**config.mk**
```make
export PLATFORM = sky130hd
export DESIGN_NAME = iopcn_port
export DESIGN_NICKNAME = d
export VERILOG_FILES = /design/src/hw/iopcn_pkg.sv /design/src/hw/iopcn_sync.sv /design/src/hw/iopcn_port.sv
export SDC_FILE = /design/constraint.sdc
export NUM_CORES = 1
export LEC_CHECK = 0
export BUFFER_PORTS_ARGS = -buffer_cell sky130_fd_sc_hd__buf_2
export CORE_AREA = 2 2 173 175
export CTS_BUF_LIST = sky130_fd_sc_hd__clkbuf_4
export DETAILED_ROUTE_END_ITERATION = 12
export DIE_AREA = 0 0 175 177
export PLACE_DENSITY = 0.88
export RECOVER_POWER = 25
export SYNTH_ARGS = -nofsm -noshare
export SYNTH_HDL_FRONTEND = slang
export SYNTH_HIERARCHICAL = 1
export SYNTH_SLANG_ARGS = --single-unit
```
**constraint.sdc**
```tcl
create_clock -name clk_sys -period 5.1 [get_ports clk_sys]
set_input_delay 0.255 -clock clk_sys [delete_from_list [all_inputs] [get_ports clk_sys]]
set_output_delay 0.255 -clock clk_sys [all_outputs]
set_load 0.05 [all_outputs]
```
**src/hw/iopcn_pkg.sv**
```systemverilog
// Shared constants and types for the I/O port with change notice.
// Assumes a single system clock and a plain byte-addressed register port.
package iopcn_pkg;

    // ------------------------------------------------------------
    // Widths
    // ------------------------------------------------------------
    localparam int ADDR_W = 8;
    localparam int DATA_W = 32;
    localparam int PIN_W = 16;
    localparam int SYNC_STAGES = 3;

    // ------------------------------------------------------------
    // Register byte offsets; base register at +0, companions follow
    // ------------------------------------------------------------
    localparam logic [7:0] OFS_ANALOG_SELECT = 8'h00;
    localparam logic [7:0] OFS_PIN_DIRECTION = 8'h10;
    localparam logic [7:0] OFS_PIN_STATE = 8'h20;
    localparam logic [7:0] OFS_OUTPUT_LATCH = 8'h30;
    localparam logic [7:0] OFS_OPEN_DRAIN = 8'h40;
    localparam logic [7:0] OFS_CN_CONTROL = 8'h70;
    localparam logic [7:0] OFS_CN_ENABLE_LOW = 8'h80;
    localparam logic [7:0] OFS_CN_STATUS = 8'h90;
    localparam logic [7:0] OFS_CN_ENABLE_HIGH = 8'hA0;
    localparam logic [7:0] OFS_CN_EVENT_FLAG = 8'hB0;

    // ------------------------------------------------------------
    // Companion operation, taken from address bits 3:2
    // ------------------------------------------------------------
    localparam logic [1:0] OP_WRITE = 2'h0;
    localparam logic [1:0] OP_CLR = 2'h1;
    localparam logic [1:0] OP_SET = 2'h2;
    localparam logic [1:0] OP_INV = 2'h3;

    // ------------------------------------------------------------
    // Field positions and reset values
    // ------------------------------------------------------------
    localparam int CN_ON_BIT = 15;
    localparam int CN_STYLE_BIT = 11;
    localparam logic DIRECTION_RST_BIT = 1'b1;
    localparam logic ANALOG_RST_BIT = 1'b1;
    localparam logic OTHER_RST_BIT = 1'b0;
    localparam logic [31:0] RDATA_NONE = 32'h0000_0000;

    // ------------------------------------------------------------
    // Register port request
    // ------------------------------------------------------------
    typedef struct packed {
        logic [ADDR_W-1:0] addr;
        logic [DATA_W-1:0] wdata;
        logic wr;
        logic rd;
    } iopcn_req_s;

endpackage : iopcn_pkg

```
**src/hw/iopcn_sync.sv**
```systemverilog
// Pin sampler: a two-flop synchroniser followed by one capture stage.
// Assumes pins are asynchronous to clk_sys.
`timescale 1ns/1ns
`default_nettype none
module iopcn_sync #(
    parameter int W = 16
) (
    input wire logic clk_sys,
    input wire logic rst,
    input wire logic [W-1:0] d,
    output logic [W-1:0] q
);
    logic [W-1:0] meta_r;
    logic [W-1:0] sync_r;
    logic [W-1:0] q_r;

    // ------------------------------------------------------------
    // Stages; only sync_r reads meta_r
    // ------------------------------------------------------------
    always_ff @(posedge clk_sys or posedge rst) begin
        if (rst) begin
            meta_r <= '0;
            sync_r <= '0;
            q_r <= '0;
        end else begin
            meta_r <= d;
            sync_r <= meta_r;
            q_r <= sync_r;
        end
    end

    assign q = q_r;
endmodule : iopcn_sync
`default_nettype wire

```
**src/hw/iopcn_port.sv**
```systemverilog
// I/O port with direction, latch, open-drain, analog select and
// change notification, reached over a plain register port.
// Assumes pins are asynchronous and software obeys the read spacing.
//
// Contract
// - Clear, set, invert companions change only bits written as one.
// - Companion reads return zero; read base register instead.
// - Direction bit one makes a pin input, zero makes it output.
// - Reset makes every pin an input.
// - Latch drives output pins; pin state reads pins, writes go to latch.
// - Pin state is seen three system clocks after a pin change.
// - Open-drain pins drive only low and release for a one.
// - Analog pins read as zero in pin state.
// - Analog select resets to all ones.
// - Output with analog select still drives its digital level.
// - Change detection raises a wake request with clocks stopped.
// - Change notification works only while control bit 15 is set.
// - Style clear: low enable set flags mismatch against last read level.
// - Style set: enables pick none, rising, falling or both edges.
// - Change status marks pins changed since pin state last read.
// - Sticky event flag per pin; software clears it for next request.
// - Requests come only from pins configured as inputs.
`timescale 1ns/1ns
`default_nettype none
module iopcn_port
    import iopcn_pkg::*;
#(
    parameter int N = iopcn_pkg::PIN_W
) (
    input wire logic clk_sys,
    input wire logic rst,
    input wire iopcn_pkg::iopcn_req_s req,
    output logic [iopcn_pkg::DATA_W-1:0] rdata,
    input wire logic [N-1:0] pin_in,
    output logic [N-1:0] pin_out,
    output logic [N-1:0] pin_oe_n,
    output logic cn_irq,
    output logic cn_wake
);
    import iopcn_pkg::*;

    // ------------------------------------------------------------
    // Register state
    // ------------------------------------------------------------
    logic [N-1:0] analog_select_r;
    logic [N-1:0] pin_direction_r;
    logic [N-1:0] output_latch_r;
    logic [N-1:0] open_drain_select_r;
    logic cn_on_r;
    logic edge_style_select_r;
    logic [N-1:0] change_enable_low_r;
    logic [N-1:0] change_enable_high_r;
    logic [N-1:0] change_status_r;
    logic [N-1:0] change_event_flag_r;
    logic [N-1:0] last_read_r;
    logic [N-1:0] prev_r;
    logic [DATA_W-1:0] rdata_r;

    // ------------------------------------------------------------
    // Derived signals
    // ------------------------------------------------------------
    logic [N-1:0] pin_state;
    logic [N-1:0] wd;
    logic [3:0] base_sel;
    logic [1:0] op;
    logic base_op;
    logic [N-1:0] ev;
    logic [N-1:0] cn_set;
    logic [N-1:0] changed;
    logic [N-1:0] wake_ref;
    logic [N-1:0] change_status_nxt;
    logic [N-1:0] change_event_flag_nxt;
    logic [N-1:0] cn_ctl_nxt;
    logic state_read;
    logic [DATA_W-1:0] rdata_nxt;

    // ------------------------------------------------------------
    // Address decode
    // ------------------------------------------------------------
    // Bits 7:4 pick the register, bits 3:2 the companion
    assign base_sel = req.addr[7:4];
    assign op = req.addr[3:2];
    assign base_op = (op == OP_WRITE);
    assign wd = req.wdata[N-1:0];

    function automatic logic hit(input logic [3:0] sel,
                                 input logic [7:0] ofs);
        hit = (sel == ofs[7:4]);
    endfunction : hit

    // One function serves every writable register so all four ops act alike
    function automatic logic [N-1:0] apply(input logic [N-1:0] old,
                                           input logic [1:0] kind,
                                           input logic [N-1:0] val);
        logic [N-1:0] res;
        res = old;
        case (kind)
            OP_WRITE: begin
                res = val;
            end
            OP_CLR: begin
                res = old & ~val;
            end
            OP_SET: begin
                res = old | val;
            end
            OP_INV: begin
                res = old ^ val;
            end
            default: begin
                res = old;
            end
        endcase
        apply = res;
    endfunction : apply

    // ------------------------------------------------------------
    // Pin sampling
    // ------------------------------------------------------------
    iopcn_sync #(
        .W(N)
    ) u_sync (
        .clk_sys(clk_sys),
        .rst(rst),
        .d(pin_in),
        .q(pin_state)
    );

    always_ff @(posedge clk_sys or posedge rst) begin
        if (rst) begin
            prev_r <= '0;
        end else begin
            prev_r <= pin_state;
        end
    end

    assign state_read = req.rd && hit(base_sel, OFS_PIN_STATE) && base_op;

    // Reference level for mismatch detection, taken at each pin state read
    always_ff @(posedge clk_sys or posedge rst) begin
        if (rst) begin
            last_read_r <= '0;
        end else if (state_read) begin
            last_read_r <= pin_state;
        end
    end

    // ------------------------------------------------------------
    // Pin configuration registers
    // ------------------------------------------------------------
    always_ff @(posedge clk_sys or posedge rst) begin
        if (rst) begin
            analog_select_r <= {N{ANALOG_RST_BIT}};
        end else if (req.wr && hit(base_sel, OFS_ANALOG_SELECT)) begin
            analog_select_r <= apply(analog_select_r, op, wd);
        end
    end

    always_ff @(posedge clk_sys or posedge rst) begin
        if (rst) begin
            pin_direction_r <= {N{DIRECTION_RST_BIT}};
        end else if (req.wr && hit(base_sel, OFS_PIN_DIRECTION)) begin
            pin_direction_r <= apply(pin_direction_r, op, wd);
        end
    end

    // Writes to pin state land in the latch
    always_ff @(posedge clk_sys or posedge rst) begin
        if (rst) begin
            output_latch_r <= {N{OTHER_RST_BIT}};
        end else if (req.wr && (hit(base_sel, OFS_OUTPUT_LATCH) ||
                                hit(base_sel, OFS_PIN_STATE))) begin
            output_latch_r <= apply(output_latch_r, op, wd);
        end
    end

    always_ff @(posedge clk_sys or posedge rst) begin
        if (rst) begin
            open_drain_select_r <= {N{OTHER_RST_BIT}};
        end else if (req.wr && hit(base_sel, OFS_OPEN_DRAIN)) begin
            open_drain_select_r <= apply(open_drain_select_r, op, wd);
        end
    end

    // ------------------------------------------------------------
    // Pin drivers
    // ------------------------------------------------------------
    // Analog select does not gate the driver, so an output pin keeps
    // its digital level for the analog side to use
    assign pin_out = output_latch_r & ~open_drain_select_r;
    // Enable low means driven; open-drain releases for a one
    assign pin_oe_n = pin_direction_r |
                      (open_drain_select_r & output_latch_r);

    // ------------------------------------------------------------
    // Change notice control and enables
    // ------------------------------------------------------------
    // Both control bits pass the shared op so companions act alike
    assign cn_ctl_nxt = apply({{(N-2){1'b0}}, cn_on_r, edge_style_select_r},
                              op, {{(N-2){1'b0}}, req.wdata[CN_ON_BIT],
                                   req.wdata[CN_STYLE_BIT]});
    always_ff @(posedge clk_sys or posedge rst) begin
        if (rst) begin
            cn_on_r <= OTHER_RST_BIT;
            edge_style_select_r <= OTHER_RST_BIT;
        end else if (req.wr && hit(base_sel, OFS_CN_CONTROL)) begin
            cn_on_r <= cn_ctl_nxt[1];
            edge_style_select_r <= cn_ctl_nxt[0];
        end
    end

    always_ff @(posedge clk_sys or posedge rst) begin
        if (rst) begin
            change_enable_low_r <= {N{OTHER_RST_BIT}};
        end else if (req.wr && hit(base_sel, OFS_CN_ENABLE_LOW)) begin
            change_enable_low_r <= apply(change_enable_low_r, op, wd);
        end
    end

    always_ff @(posedge clk_sys or posedge rst) begin
        if (rst) begin
            change_enable_high_r <= {N{OTHER_RST_BIT}};
        end else if (req.wr && hit(base_sel, OFS_CN_ENABLE_HIGH)) begin
            change_enable_high_r <= apply(change_enable_high_r, op, wd);
        end
    end

    // ------------------------------------------------------------
    // Per-pin event detection
    // ------------------------------------------------------------
    for (genvar i = 0; i < N; i++) begin : g_pin
        logic rise;
        logic fall;
        assign rise = pin_state[i] & ~prev_r[i];
        assign fall = ~pin_state[i] & prev_r[i];
        assign changed[i] = rise | fall;
        always_comb begin
            if (edge_style_select_r) begin
                ev[i] = (change_enable_low_r[i] & rise) |
                        (change_enable_high_r[i] & fall);
            end else begin
                ev[i] = change_enable_low_r[i] &
                        (pin_state[i] ^ last_read_r[i]);
            end
        end
        assign cn_set[i] = cn_on_r & pin_direction_r[i] &
                           ev[i];
    end

    // ------------------------------------------------------------
    // Status and sticky flags; a hardware set beats a clear
    // ------------------------------------------------------------
    always_comb begin
        change_status_nxt = change_status_r;
        if (state_read) begin
            change_status_nxt = '0;
        end
        change_status_nxt = change_status_nxt |
                            ({N{cn_on_r}} & changed);
    end

    always_ff @(posedge clk_sys or posedge rst) begin
        if (rst) begin
            change_status_r <= {N{OTHER_RST_BIT}};
        end else begin
            change_status_r <= change_status_nxt;
        end
    end

    always_comb begin
        change_event_flag_nxt = change_event_flag_r;
        if (req.wr && hit(base_sel, OFS_CN_EVENT_FLAG)) begin
            change_event_flag_nxt = apply(change_event_flag_r, op, wd);
        end
        change_event_flag_nxt = change_event_flag_nxt | cn_set;
    end

    always_ff @(posedge clk_sys or posedge rst) begin
        if (rst) begin
            change_event_flag_r <= {N{OTHER_RST_BIT}};
        end else begin
            change_event_flag_r <= change_event_flag_nxt;
        end
    end

    // ------------------------------------------------------------
    // Interrupt and wake requests
    // ------------------------------------------------------------
    assign cn_irq = cn_on_r &
                    |(change_event_flag_r & pin_direction_r);

    // Wake must work with clk_sys stopped, so this path looks at the
    // raw pins; it is a level for the power controller, not for logic
    // on clk_sys, and may glitch while a pin is moving
    assign wake_ref = edge_style_select_r ? pin_state : last_read_r;
    assign cn_wake = cn_irq | (cn_on_r & |(pin_direction_r &
                     (change_enable_low_r | change_enable_high_r) &
                     (pin_in ^ wake_ref)));

    // ------------------------------------------------------------
    // Read path
    // ------------------------------------------------------------
    always_comb begin
        rdata_nxt = RDATA_NONE;
        // Companion and unmapped reads answer zero
        if (req.rd && base_op) begin
            case (base_sel)
                OFS_ANALOG_SELECT[7:4]: begin
                    rdata_nxt[N-1:0] = analog_select_r;
                end
                OFS_PIN_DIRECTION[7:4]: begin
                    rdata_nxt[N-1:0] = pin_direction_r;
                end
                OFS_PIN_STATE[7:4]: begin
                    rdata_nxt[N-1:0] = pin_state &
                                       ~analog_select_r;
                end
                OFS_OUTPUT_LATCH[7:4]: begin
                    rdata_nxt[N-1:0] = output_latch_r;
                end
                OFS_OPEN_DRAIN[7:4]: begin
                    rdata_nxt[N-1:0] = open_drain_select_r;
                end
                OFS_CN_CONTROL[7:4]: begin
                    rdata_nxt[CN_ON_BIT] = cn_on_r;
                    rdata_nxt[CN_STYLE_BIT] = edge_style_select_r;
                end
                OFS_CN_ENABLE_LOW[7:4]: begin
                    rdata_nxt[N-1:0] = change_enable_low_r;
                end
                OFS_CN_STATUS[7:4]: begin
                    rdata_nxt[N-1:0] = change_status_r;
                end
                OFS_CN_ENABLE_HIGH[7:4]: begin
                    rdata_nxt[N-1:0] = change_enable_high_r;
                end
                OFS_CN_EVENT_FLAG[7:4]: begin
                    rdata_nxt[N-1:0] = change_event_flag_r;
                end
                default: begin
                    rdata_nxt = RDATA_NONE;
                end
            endcase
        end
    end

    // Read data stands for one cycle only, zero otherwise
    always_ff @(posedge clk_sys or posedge rst) begin
        if (rst) begin
            rdata_r <= RDATA_NONE;
        end else begin
            rdata_r <= rdata_nxt;
        end
    end

    assign rdata = rdata_r;

endmodule : iopcn_port
`default_nettype wire

```
* Yosys cells after proc, flatten, opt, wreduce, memory -nomap -nowiden
Index checks and enable logic that the tools add are counted.
** Word-level totals
- Bits in read-only memories :: 0
- Output and inout bits :: 66
- Latch bits :: 0
- Memory bits (writable) :: 0
- Word-level logic and storage cells :: 311
- Flip-flop bits (word level) :: 242
- Input port bits :: 60
- Memories kept :: 0
** Cells by class
- Reductions and logical operators :: 16
- Bitwise gates (word level) :: 235
- $mul :: 0
- Divide/modulo/power cells :: 0
- Equality and inequality tests :: 12
- Order comparisons :: 0
- Multiplexer cells :: 32
- Add/subtract/negate cells :: 0
- Shift-type cells :: 0
** Operators by type and width (count)
- $pmux 16 s4 :: 7
- $and 16x16->16 :: 14
- $or 16x16->16 :: 11
- $xor 16x16->16 :: 8
- $and 1x1->1 :: 114
- $pmux 11 s9 :: 1
- $mux 16 :: 4
- $not 16->16 :: 3
- $or 1x1->1 :: 33
- $not 1->1 :: 32
- $reduce_or 16->1 :: 2
- $pmux 3 s9 :: 1
- $pmux 1 s10 :: 2
- $eq 4x4->1 const B :: 4
- $mux 1 :: 16
- $xor 1x1->1 :: 16
- $logic_and 1x1->1 :: 11
- $eq 4x2->1 const B :: 2
- $eq 4x3->1 const B :: 2
- $pmux 2 s4 :: 1
- $eq 2x2->1 const B :: 2
- $eq 4x1->1 const B :: 1
- $logic_not 4->1 :: 1
- $and 2x2->2 :: 1
- 6 further kinds :: 6

* Logic depth before layout (Yosys ltp)
- Depth after elaboration :: 7
- Gate-level depth with buffers :: 9
- Gate-level depth less buffers :: 7

* Modules after synthesis
Netlist, hierarchy kept.
** By module, submodules not included
- iopcn_port :: cells each 1788, times used 1, area each 15203.3 sq um, seq. area each 4494.3 sq um
- iopcn_sync :: cells each 49, times used 1, area each 1204.9 sq um, seq. area each 1201.2 sq um

* Worst setup path before layout
OpenSTA, ideal clock, no wires.
- Path type :: reg-to-output
- From :: register edge_style_select_r
- To :: output port cn_wake
- Required time :: 4.845 ns
- Slack :: 2.649 ns
- Buffers on the path :: 2
- Cell stages (with the launch flop) :: 8
- Data arrival time :: 2.196 ns
- Path through :: dfrtp_1 buf_2 buf_2 mux2i_1 xor2_1 o22ai_1 nor4b_1 a31oi_1
** On the way
- Cells in the longest elaborated chain, start to end :: 6
** RTL lines
- from (decl) :: line iopcn_port.sv:50 : logic edge_style_select_r;
- from (signal assigned) :: line iopcn_port.sv:208 : edge_style_select_r <= cn_ctl_nxt[0];
- $mux 16 :: line iopcn_port.sv:295 : assign wake_ref = edge_style_select_r ? pin_state : last_read_r;
- $xor 16x16->16 :: line iopcn_port.sv:298 : (pin_in ^ wake_ref)));
- $and 16x16->16 :: line iopcn_port.sv:297 : (change_enable_low_r | change_enable_high_r) &
- $reduce_or 16->1 :: line iopcn_port.sv:296 : assign cn_wake = cn_irq | (cn_on_r & |(pin_direction_r &
- $and 1x1->1 :: line iopcn_port.sv:296
- $or 1x1->1 :: line iopcn_port.sv:296
- to (decl) :: line iopcn_port.sv:38 : output logic cn_wake
Every way passes these cells.

* Worst setup path in the final report
Ends and elaborated chain as after synthesis.

==> flow_summary.ini <==
[run_status]
run_status = finished, violations left
violations = max-capacitance violations, max-slew violations

[yosys]
synth_seq_area_share_pct = 34.7
postSynthRegisterBits = 226
postSynth.asyncResetShare_pct = 100
synth_top_cells_by_area = sky130_fd_sc_hd__dfrtp_1 (30%), sky130_fd_sc_hd__ha_1 (20%), sky130_fd_sc_hd__a21oi_1 (5.9%)
postSynthCellCount = 1837
synth_top_area_share_pct = 29.6
synth.avg_cell_area_um2 = 8.93
top_cell_type_by_total_area_after_synthesis = sky130_fd_sc_hd__dfrtp_1
syn_area_mm2 = 0.0164
yosys_warnings = 6
ys_types = 51
synth_ff_type = sky130_fd_sc_hd__dfrtp_1
synth_edf_count = 0

[flow_run]
maxCapViolCount = 1

[placement]
finalWeightedCongestion = 0.909
post-place-cells = 2218
post-dp-hpwl_um = 31100
io_buffers = 91

[detailed_routing]
num_vias = 14844
via_per_inst = 6.30
remaining_drc_errors = 0
drtAntennaViolNets = 0
route.final.wire_length_um = 48900
dr.first_iter.drc_count = 1713
wl_per_cell_um = 20.8
drt_first_pass_iters = 8

[power_and_ir_drop]
netSwitchingPower_mw = 2.32
worst_ir_drop_vdd_mv = 0.280
power.switching_fraction_pct = 39.4
seq_power_share_pct = 40.9
power.combinational.fraction_pct = 29.3
internal_power_mw = 3.58
power_density_mw_per_mm2 = 329
clock_power_share_pct = 29.8
total_leakage_power_nw = 8.80

[clock_tree]
ctsResizeCount = 0
worst_skew_late_latency_ns = 0.70
clock_path_buffers = 3
cts.sinks = 226
cts_buffer_count = 67
cts_htree_levels = 3
cts_root_buffer = sky130_fd_sc_hd__clkbuf_4
cts.clk_slew.worst_paths_ns = 0.06
tritoncts = yes

[finish]
layout.cells.non_filler = 2355
multi_input_area_mm2 = 0.00948
syn_to_final_growth_pct = 9.26
sequential_cell_area_mm2 = 0.00570
filler_cell_count = 2437
layout-drive-gt1-share_pct = 13.5
finalNetCount = 2234

[timing]
tightest_slew_ns = 3.12
max-slew-margin-rel_pct = -108
grt_setup_unrepaired = no
drv_slew = 49
timing.final.setup_violations = 0
worst_clock_skew_ns = 0.0283
fmax_ghz = 0.273
final.period_utilization_pct = 71.8
timing_hold_violations_final = 0
min_period_ns = 3.66
fin_setup_tns_ns = 0

[worst_setup_path]
cp-start-kind = flip-flop
timing.critical_path.buf_inv = 2
critical_path.slowest_cell = sky130_fd_sc_hd__dfrtp_1
setup.worst_path.end_class = primary output
crit_path_max_incr_delay_ns = 0.70
worstPathCellList = buf_12 > mux2i_1 > xor2_1 > a211oi_1 > nor4_1 > a31oi_1 > buf_2
critPathMaxFanout = 26
arrival_ns = 3.41
cp.required_ns = 4.85
worstSetupPathType = flip-flop to primary output
timing.critical_path.max_delay_family = compound AO/OA/AOI/OAI gates

[grt]
grt_start_max_net_pins = 135
grt_pass1_wl_um = 76900
initial_antenna_violation_count = 1
gr-usage-all-layers_pct = 31.4
global_route.overflow_total = 0
grt_pass1_vias = 14570

[die]
floorplan.die_area_mm2 = 0.0310
chipWidth_um = 175
row_count = 63
core_box_area_mm2 = 0.0292
io_pins = 126
start_util_pct = 56.1
die_height_um = 177

[worst_hold_path]
hold_class = primary input to flip-flop
==> power by group through the flow <==
stage          combinational, mW  clock, mW  sequential, mW
4_1_cts                     1.71       1.77            2.40
6_report                    1.73       1.76            2.41
3_3_place_gp                1.57          0            2.41
5_1_grt                     1.92       1.89            2.44
3_5_place_dp                1.69          0            2.42
2_1_floorplan               1.27          0            2.32
==> worst min-delay path: stages <==
cell,delay [ns]
sky130_fd_sc_hd__buf_2,0.17
sky130_fd_sc_hd__nand2_1,0.14
sky130_fd_sc_hd__a21oi_1,0.09
==> cell usage in the layout, fill, tap and decap left out, types with 28 or more instances in the layout <==
master / Yosys / layout
sky130_fd_sc_hd__a211oi_1: 100 / 100
sky130_fd_sc_hd__a211o_1: 30 / 30
sky130_fd_sc_hd__xor2_1: 32 / 32
sky130_fd_sc_hd__inv_1: 164 / 162
sky130_fd_sc_hd__nor2_1: 105 / 105
sky130_fd_sc_hd__nor2b_1: 37 / 37
sky130_fd_sc_hd__buf_2: 52 / 72
sky130_fd_sc_hd__a22oi_1: 28 / 28
sky130_fd_sc_hd__dfstp_2: 32 / 32
sky130_fd_sc_hd__clkbuf_4: 0 / 105
sky130_fd_sc_hd__a21oi_1: 194 / 194
sky130_fd_sc_hd__ha_1: 260 / 260
sky130_fd_sc_hd__dfrtp_1: 194 / 194
sky130_fd_sc_hd__o21ai_0: 177 / 177
sky130_fd_sc_hd__nand2_1: 155 / 154
==> cell families after synthesis <==
family | synth area share (%)
compound gates | 24.4
fa+ha+maj | 19.8
buf+inv | 7.97
xor+xnor | 1.71
simple gates | 10.3
mux | 0.976
flops | 34.7
other cells | 0.0229
==> path summary, 6_finish.rpt <==
check,startpoint,to,slack [ns],cells after the start
max,edge_style_select_r,cn_wake,1.44,7
min,req[1],edge_style_select_r,0.02,3
max reg2reg,edge_style_select_r,change_event_flag_r[2],2.59,4
min reg2reg,u_sync/sync_r[7],u_sync/q[7],0.34,0
max in group asynchronous,rst,u_sync/q[12],1.98,4
min in group asynchronous,rst,prev_r[3],0.34,3
==> metal layers <==
metal	wire [um]	up-vias	GRT usage (%)
li1	-	6645	-
met1	18400	7101	38.3
met2	22700	850	50.8
met3	4510	248	6.31
met4	3380	0	20.8
met5	0	-	0
==> metrics by stage <==
stage          utilization [%]  cell area (um2)  hold WS, ns  power (mW)  setup WS [ns]
3_5_place_dp              57.9            16900        0.336        4.11           2.27
2_1_floorplan                -            16500        0.286        3.58         0.0677
5_1_grt                   61.3            17900       0.0470        6.25           1.41
6_report                  61.3            17900       0.0244        5.90           1.44
3_3_place_gp              57.9            16900        0.333        3.98           2.28
4_1_cts                   61.4            18000      0.00544        5.88           1.53
==> synth_stat cells, types with 16 or more instances <==
cell and n:
sky130_fd_sc_hd__o211ai_1 16, sky130_fd_sc_hd__buf_4 18, sky130_fd_sc_hd__clkbuf_1 60, sky130_fd_sc_hd__nor3_1 24, sky130_fd_sc_hd__dfstp_2 32, sky130_fd_sc_hd__inv_1 164
sky130_fd_sc_hd__ha_1 260, sky130_fd_sc_hd__a21oi_1 194, sky130_fd_sc_hd__dfrtp_1 194, sky130_fd_sc_hd__xor2_1 32, sky130_fd_sc_hd__nor2_1 105, sky130_fd_sc_hd__nor2b_1 37
sky130_fd_sc_hd__a211oi_1 100, sky130_fd_sc_hd__mux2i_1 16, sky130_fd_sc_hd__a211o_1 30, sky130_fd_sc_hd__a22oi_1 28, sky130_fd_sc_hd__nand2_1 155, sky130_fd_sc_hd__o21ai_0 177
sky130_fd_sc_hd__buf_2 52
==> area by class of cell <==
type	instances	area share [%]
inverters	165	3.48
diodes	1	0.0140
repair buffers	131	4.47
clock inverters	14	0.293
flip-flops and latches	226	31.8
well taps	390	2.72
clock buffers	105	4.40
multi-input cells	1323	52.9
==> timing repair <==
action | in CTS | in global routing
endpoints found under the hold margin | 137 | 0
hold buffers | 17 | 0
setup buffers | 0 | 0
Note: power is estimated with default switching activity, not from simulation.
